==> src/hdl/scr_pkg.sv <==
package scr_pkg;

  // register map, byte addresses on the bus
  localparam logic [15:0] SYSTEM_CONFIGURATION_OFFSET = 16'h0000;
  localparam logic [15:0] MEMORY_SPLIT_STATUS_OFFSET  = 16'h0004;
  localparam logic [31:0] SYSTEM_CONFIGURATION_RESET  = 32'h37FF_FF91;

  // field positions inside system_configuration
  localparam int STALL_ON_BIT_POS      = 1;
  localparam int CACHE_ENABLE_POS      = 2;
  localparam int WRITE_BUFFER_POS      = 3;
  localparam int SPLIT_LO_POS          = 4;
  localparam int SRAM_BASE_LO_POS      = 6;
  localparam int SPECIAL_BASE_LO_POS   = 16;
  localparam int PART_ID_LO_POS        = 26;
  localparam int SYNC_DRAM_POS         = 31;

  // bits that hold storage; the rest read back as constants
  localparam logic [31:0] WRITABLE_MASK = 32'h83FF_FFFE;

  // part identifier, value arbitrary
  localparam logic [4:0] PART_IDENTIFIER_FIELD = 5'h0D;

  // special register window: 64 KB, base 0x3ff0000 after reset
  localparam int          SPECIAL_WINDOW_BYTES  = 65536;
  localparam logic [9:0]  SPECIAL_BASE_RESET    = 10'h3FF;

  // depth of the store queue ahead of external memory
  localparam int          WRITE_QUEUE_DEPTH     = 4;

  // cache split encodings
  typedef enum logic [1:0] {
    SCR_SPLIT_HALF   = 2'b00,
    SCR_SPLIT_CACHE  = 2'b01,
    SCR_SPLIT_SRAM   = 2'b10,
    SCR_SPLIT_RSVD   = 2'b11
  } scr_split_type;

  // bus slave states
  typedef enum logic [1:0] {
    SCR_IDLE = 2'b01,
    SCR_DATA = 2'b10
  } scr_state_type;

  // decoded memory configuration handed to cache, sram and dram logic
  typedef struct packed {
    logic [31:0] special_base;
    logic [31:0] sram_base;
    logic [3:0]  sram_kbytes;
    logic [3:0]  cache_kbytes;
    logic        cache_on;
    logic        write_buffer_on;
    logic        sync_dram;
  } scr_memcfg_type;

  // latched address phase
  typedef struct packed {
    logic        write;
    logic [15:0] offset;
  } scr_addr_type;

endpackage : scr_pkg

==> src/hdl/scr_system_config.sv <==
// The AHB-Lite interface to the registers was left to the implementer.
`timescale 1ns/10ps
module scr_system_config (
  input  wire logic                  core_clk,
  input  wire logic                  reset_n,
  input  wire logic                  hsel,
  input  wire logic [31:0]           haddr,
  input  wire logic [1:0]            htrans,
  input  wire logic                  hwrite,
  input  wire logic [2:0]            hsize,
  input  wire logic [31:0]           hwdata,
  input  wire logic                  hready,
  output logic      [31:0]           hrdata,
  output logic                       hreadyout,
  output logic                       hresp,
  input  wire logic [31:0]           reg_addr,
  output logic                       special_hit,
  output logic      [15:0]           special_offset,
  output logic                       sram_hit,
  output scr_pkg::scr_memcfg_type    memcfg,
  output logic                       store_to_buffer,
  output logic                       write_through
);

  scr_pkg::scr_state_type state;
  scr_pkg::scr_state_type next_state;
  scr_pkg::scr_addr_type  addr_q;
  scr_pkg::scr_addr_type  next_addr_q;
  logic [31:0]            cfg;
  logic [31:0]            next_cfg;
  scr_pkg::scr_memcfg_type next_memcfg;
  logic                   next_special_hit;
  logic [15:0]            next_special_offset;
  logic                   next_sram_hit;
  logic [31:0]            next_hrdata;

  // sram size in KB for a split code
  function automatic logic [3:0] sram_kb(input logic [1:0] split);
    case (split)
      scr_pkg::SCR_SPLIT_HALF:  sram_kb = 4'h4;
      scr_pkg::SCR_SPLIT_CACHE: sram_kb = 4'h0;
      scr_pkg::SCR_SPLIT_SRAM:  sram_kb = 4'h8;
      default:                  sram_kb = 4'h0;
    endcase
  endfunction : sram_kb

  // register readback with constant fields filled in
  function automatic logic [31:0] read_cfg(input logic [31:0] value);
    logic [31:0] r;
    r = value & scr_pkg::WRITABLE_MASK;
    r[scr_pkg::PART_ID_LO_POS +: 5] = scr_pkg::PART_IDENTIFIER_FIELD;
    read_cfg = r;
  endfunction : read_cfg

  // bus slave: one-cycle address phase, zero-wait data phase
  always_comb begin
    next_state  = state;
    next_addr_q = addr_q;
    next_hrdata = 32'h0000_0000;
    if (hready && hsel && htrans[1]) begin
      next_state         = scr_pkg::SCR_DATA;
      next_addr_q.write  = hwrite;
      next_addr_q.offset = haddr[15:0];
    end else if (hready) begin
      next_state = scr_pkg::SCR_IDLE;
    end
    // read data registered from the address phase so hrdata is a flop
    if (hready && hsel && htrans[1] && !hwrite) begin
      case (haddr[15:0])
        scr_pkg::SYSTEM_CONFIGURATION_OFFSET: next_hrdata = read_cfg(cfg);
        scr_pkg::MEMORY_SPLIT_STATUS_OFFSET: begin
          next_hrdata = {20'h0_0000, memcfg.cache_kbytes, memcfg.sram_kbytes,
                         2'b00, memcfg.cache_on, memcfg.write_buffer_on};
        end
        default: next_hrdata = 32'h0000_0000; // unmapped reads zero
      endcase
    end
  end

  always_ff @(posedge core_clk) begin
    if (!reset_n) begin
      state  <= scr_pkg::SCR_IDLE;
      addr_q <= '0;
      hrdata <= 32'h0000_0000;
    end else begin
      state  <= next_state;
      addr_q <= next_addr_q;
      hrdata <= next_hrdata;
    end
  end

  // configuration register; writes land in the data phase
  always_comb begin
    next_cfg = cfg;
    if (state == scr_pkg::SCR_DATA && addr_q.write &&
        addr_q.offset == scr_pkg::SYSTEM_CONFIGURATION_OFFSET) begin
      next_cfg = hwdata & scr_pkg::WRITABLE_MASK;
      // stall bit stored as written; software keeps it zero
      if (hwdata[scr_pkg::SPLIT_LO_POS +: 2] == scr_pkg::SCR_SPLIT_SRAM) begin
        next_cfg[scr_pkg::CACHE_ENABLE_POS] = 1'b0;
      end
    end
  end

  always_ff @(posedge core_clk) begin
    if (!reset_n) begin
      cfg <= scr_pkg::SYSTEM_CONFIGURATION_RESET & scr_pkg::WRITABLE_MASK;
    end else begin
      cfg <= next_cfg;
    end
  end

  // decoded memory map and policy outputs, registered
  always_comb begin
    next_memcfg.special_base = {6'h00, cfg[scr_pkg::SPECIAL_BASE_LO_POS +: 10], 16'h0000};
    next_memcfg.sram_base    = {6'h00, cfg[scr_pkg::SRAM_BASE_LO_POS +: 10], 16'h0000};
    next_memcfg.sram_kbytes  = sram_kb(cfg[scr_pkg::SPLIT_LO_POS +: 2]);
    next_memcfg.cache_kbytes = 4'h8 - sram_kb(cfg[scr_pkg::SPLIT_LO_POS +: 2]);
    // no flush on re-enable: cache contents are left untouched
    next_memcfg.cache_on     = cfg[scr_pkg::CACHE_ENABLE_POS] &&
                               (next_memcfg.cache_kbytes != 4'h0);
    next_memcfg.write_buffer_on = cfg[scr_pkg::WRITE_BUFFER_POS];
    next_memcfg.sync_dram    = cfg[scr_pkg::SYNC_DRAM_POS];
    // window hit: upper sixteen address bits match the base, low 16 are the offset
    next_special_hit    = (reg_addr[31:16] == next_memcfg.special_base[31:16]);
    next_special_offset = reg_addr[15:0];
    next_sram_hit       = (reg_addr[31:16] == next_memcfg.sram_base[31:16]) &&
                          (reg_addr[15:10] < {2'b00, next_memcfg.sram_kbytes});
  end

  always_ff @(posedge core_clk) begin
    if (!reset_n) begin
      memcfg          <= '0;
      special_hit     <= 1'b0;
      special_offset  <= 16'h0000;
      sram_hit        <= 1'b0;
      store_to_buffer <= 1'b0;
      write_through   <= 1'b0;
    end else begin
      memcfg          <= next_memcfg;
      special_hit     <= next_special_hit;
      special_offset  <= next_special_offset;
      sram_hit        <= next_sram_hit;
      store_to_buffer <= next_memcfg.write_buffer_on;
      write_through   <= 1'b1; // write hits always go out too
    end
  end

  // always ready, always okay
  always_ff @(posedge core_clk) begin
    if (!reset_n) begin
      hreadyout <= 1'b1;
      hresp     <= 1'b0;
    end else begin
      hreadyout <= 1'b1;
      hresp     <= 1'b0;
    end
  end

endmodule : scr_system_config

==> config.mk <==
export PLATFORM = sky130hd
export DESIGN_NAME = scr_system_config
export DESIGN_NICKNAME = d
export VERILOG_FILES = /design/src/hdl/scr_pkg.sv /design/src/hdl/scr_system_config.sv
export SDC_FILE = /design/constraint.sdc
export NUM_CORES = 1
export LEC_CHECK = 0
export BUFFER_PORTS_ARGS = -buffer_cell sky130_fd_sc_hd__buf_4
export CAP_MARGIN = 10
export CORE_MARGIN = 3
export CORE_UTILIZATION = 47
export DETAILED_ROUTE_END_ITERATION = 10
export GPL_ROUTABILITY_DRIVEN = 0
export GPL_TIMING_DRIVEN = 0
export PLACE_DENSITY = 0.91
export SLEW_MARGIN = 15
export SYNTH_ARGS = -nofsm -noshare
export SYNTH_HDL_FRONTEND = slang
export SYNTH_SLANG_ARGS = --single-unit
==> constraint.sdc <==
create_clock -name core_clk -period 2.68 [get_ports core_clk]
set_input_delay 0.804 -clock core_clk [delete_from_list [all_inputs] [get_ports core_clk]]
set_output_delay 0.804 -clock core_clk [all_outputs]
set_load 0.02 [all_outputs]
# Word-level counts from Yosys, hierarchy flattened
# Index checks and enable logic that the tools add are counted.
# Widths: inputs -> output; s select.
[totals]
inputBits = 106
register_bits = 171
[op_classes]
n_eq_ne = 6
muxes = 6
n_reduce_logical = 14
magnitude_cmp = 1
add_sub_neg = 1
[op_table]
columns = ["op", "n"]
rows = [
  ["$pmux 32 s2", 1],
  ["$eq 16x10->1", 2],
  ["$logic_not 16->1", 2],
  ["$eq 16x3->1 const B", 1],
  ["$pmux 4 s2", 1],
  ["$logic_and 1x1->1", 7],
  ["$eq 2x2->1 const B", 3],
  ["$lt 6x4->1", 1],
  ["$mux 2", 2],
  ["$reduce_bool 4->1", 1],
  ["$sub 4x4->4 const A", 1],
  ["$logic_not 2->1", 1],
  ["$mux 1", 2],
  ["$reduce_and 2->1", 1],
  ["$reduce_bool 2->1", 1],
  ["$logic_not 1->1", 1],
]

# Depth between registers and ports, before layout
[depth]
depth_word = 5
mapped_depth = 6
mapped_depth_nobuf = 5

# Least setup slack after synthesis
# OpenSTA, ideal clock, no wires.
[synth_timing]
path_kind = "input-to-reg"
from = "input port haddr[0]"
to = "register hrdata[10]"
setup_ns = 0.070
slack_ns = 0.836
t_required_ns = 2.610
path_buffers = 1
arrival_time_ns = 1.774
stages = 4
path_cell_list = "or4_4 -> or2_1 -> buf_6 -> a21oi_1"
[synth_via]
elab_chain_len = 2
[synth_lines]
columns = ["element", "line_no", "rtl"]
rows = [
  ["start: declaration", "scr_system_config.sv:7", "input wire logic [31:0] haddr,"],
  ["$eq 16x3->1 or $logic_not 16->1 (tied branches)", "scr_system_config.sv:69", "case (haddr[15:0])"],
  ["$pmux 32 s2 (*)", "scr_system_config.sv:69", ""],
  ["end signal: assignment", "scr_system_config.sv:88", "hrdata <= next_hrdata;"],
  ["end: declaration", "scr_system_config.sv:13", "output logic [31:0] hrdata,"],
]
# Mark *: on every way between the ends. The rest lies on a longest branch, timed or not.
# A chain may end at the register's enable or synchronous reset.

==> results.yml <==
route:
  topRoutingLayerUsed: "met4"
  drtPass1Iterations: 5
  route.vias.total: 3933
  first_iter_violations: 198
  via_per_inst: 4.727
  drt-total-wl_mm: 12.46
  drc: 0
  met2_length_mm: 6.467
  wl_met1_mm: 4.700
  drt.antenna.violating_nets: 0
  wl_per_cell_um: 14.98
  routed-wl-met3_mm: 1.041
finish:
  finalNetCount: 797
  mostFrequentLayoutCell: "buf_4"
  finalNonFillerCells: 832
  drive_above_1_share_pct: 37.84
  area_delta_synth_final_pct: 47.17
  antenna_cells: 0
  layout_common_cells: "buf_4 (213), dfxtp_1 (118), and2_1 (60), conb_1 (52), a21oi_1 (44)"
  stdcell_area_sq_um: 6648
synth:
  synth_ff_type: "dfxtp_1"
  syn_inst: 466
  synthArstFlopShare_pct: 0
  synth-seq-area-share_pct: 52.30
  synth_edf_count: 0
  syn_avg_cell_area_sq_um: 9.693
  syn_area_sq_um: 4517
  netlist-cell-type-count: 41
  ys_ff_latch: 118
  yosys_warnings: 0
setup_path:
  arrival_ns: 1.12
  crit_fanout: 3
  crit_top_cell: "buf_4"
  cp_slowest_cell: "dfxtp_1"
  cp_slowest_stage_delay_ns: 0.37
  crit_path_end_kind: "output port"
  required_ns: 1.88
  cp_cell_sequence: "buf_4 > buf_4"
  critPathLaunchType: "flop"
  worstSetupPathType: "reg -> out"
cts:
  post-cts-setup-buffer-count: 0
  cts_tree: "built"
  cts_made_buffers: 17
  path_clk_slew_ns: 0.06
  cts-resized-gates: 0
  holdBufCountCts: 0
  insertion_delay_ns: 0.51
  clock-sinks: 118
  clk_path_buf_depth: 2
  htree_levels: 4
  root_buffer: "clkbuf_8"
sta:
  relSlewSlack_pct: 52.10
  drv_slew: 0
  finalSetupViolCount: 0
  worstMarginPinSlew_ns: 0.7129
  finClkSkew_ns: 0.007075
  max_freq_ghz: 0.5188
  min_period_over_period_pct: 71.93
  hold_ws_ns: 0.4171
  rsz0062_at_grt: "false"
  hold_viol_final: 0
  tns_ns: 0
  min_period_ns: 1.928
power_and_ir_drop:
  p_leak_nw: 3.067
  power_density_nw_per_um2: 691.2
  irDropWorstVdd_mv: 0.4286
global_routing:
  grt_pass1_vias: 4111
  grt-ovfl-total: 0
  globalRouteTotalUtil_pct: 23.34
  antenna_found_initial: 0
  grt_max_degree: 17
  grt_pass1_wl_mm: 20.22
die:
  die_area_sq_um: 10820
  num_rows: 35
  io_pins: 235
  initial_core_util_pct: 48.65
  fp.coreArea_sq_um: 9284
  fp.dieW_um: 104.0
  die_h_um: 104.0
placed_design:
  placed_cells: 800
  hpwl_mm: 9.439
  port-buffer-count: 155
  place_area_sq_um: 6030
hold_path:
  hold_class: "in -> reg"
run_status:
  status: "finished clean"
job:
  cap_violations: 0
[sequential cells by signal (all words and copies together), names as in the netlist]
signal / flops
hrdata: 28
special_hit: 1
addr_q: 17
write_through: 1
special_offset: 16
store_to_buffer: 1
memcfg: 25
sram_hit: 1
state: 2
cfg: 26
[per-stage QoR]
| stage | util [%] | worst slack (ns) | total power, mW |
|---|---|---|---|
| after floorplan | - | 0.8361 | 2.106 |
| after global routing | 71.60 | 0.7107 | 4.722 |
| after CTS | 71.60 | 0.7357 | 4.600 |
| after detailed placement | 64.95 | 0.2940 | 2.286 |
| final | 71.60 | 0.7523 | 4.595 |
| after global placement | 64.95 | 0.2935 | 2.278 |
[kinds of logic after synthesis]
logic type               count (synthesis)  share of synthesized area (%)
adder cells (fa/ha/maj)                  1                         0.2770
multiplexers                             4                         0.8865
XOR/XNOR                                20                          3.878
AND/OR/NAND/NOR                        164                          21.52
other                                    2                         0.1663
buffers and inverters                   84                          12.74
AO/OA/AOI/OAI                           73                          8.227
flip-flops                             118                          52.30
[Yosys cell counts, drive strengths merged (2+ instances only)]
library cell / count / area, sq um
a21oi: 44 / 220.2
and2: 60 / 375.4
buf: 69 / 518.0
clkbuf: 13 / 50.04
conb: 2 / 7.510
dfxtp: 118 / 2362
inv: 2 / 7.500
mux2i: 4 / 40.04
nand2: 37 / 138.9
nand2b: 4 / 25.02
nand3: 6 / 30.03
nand4: 6 / 43.79
nor2: 8 / 30.03
nor3: 25 / 151.4
nor4: 9 / 101.4
o21ai: 27 / 135.1
xnor2: 16 / 140.1
xor2: 4 / 35.03
[worst paths after layout]
| path | end | slack (ns) | depth (start not counted) | start |
|---|---|---|---|---|
| max | memcfg[1] | 0.75 | 2 | store_to_buffer |
| min | write_through | 0.42 | 1 | reset_n |
| max reg2reg | cfg[18] | 0.93 | 5 | addr_q[0] |
| min reg2reg | hrdata[2] | 0.46 | 1 | cfg[2] |
[worst max-delay path, delay by kind of cell (launching register included)]
| kind | cells | cell delay, ns |
|---|---|---|
| DFF | 1 | 0.37 |
| buffers and inverters | 2 | 0.24 |
[cell type report]
cell class | instances | area, sq um
repair buffers | 155 | 1164
multi-input cells | 314 | 1767
well taps | 129 | 161.4
plain buffers | 82 | 568.0
inverters | 2 | 7.507
fillers | 668 | 2636
flip-flops and latches | 118 | 2362
clock buffers | 18 | 417.9
clock inverters | 14 | 200.2
[metal layers]
metal  global-route usage (%)  up-vias
li1                         -     1892
met1                    25.01     1815
met2                    42.80      203
met3                    7.697       23
met4                    8.072        0
met5                        0        -
[where the power goes]
group | leakage [nW] | switching (mW) | internal [mW]
Clock | 0.292 | 0.821 | 1.52
Combinational | 1.81 | 0.236 | 0.209
Sequential | 0.965 | 0.0167 | 1.80
(Power assumes the default switching activity.)
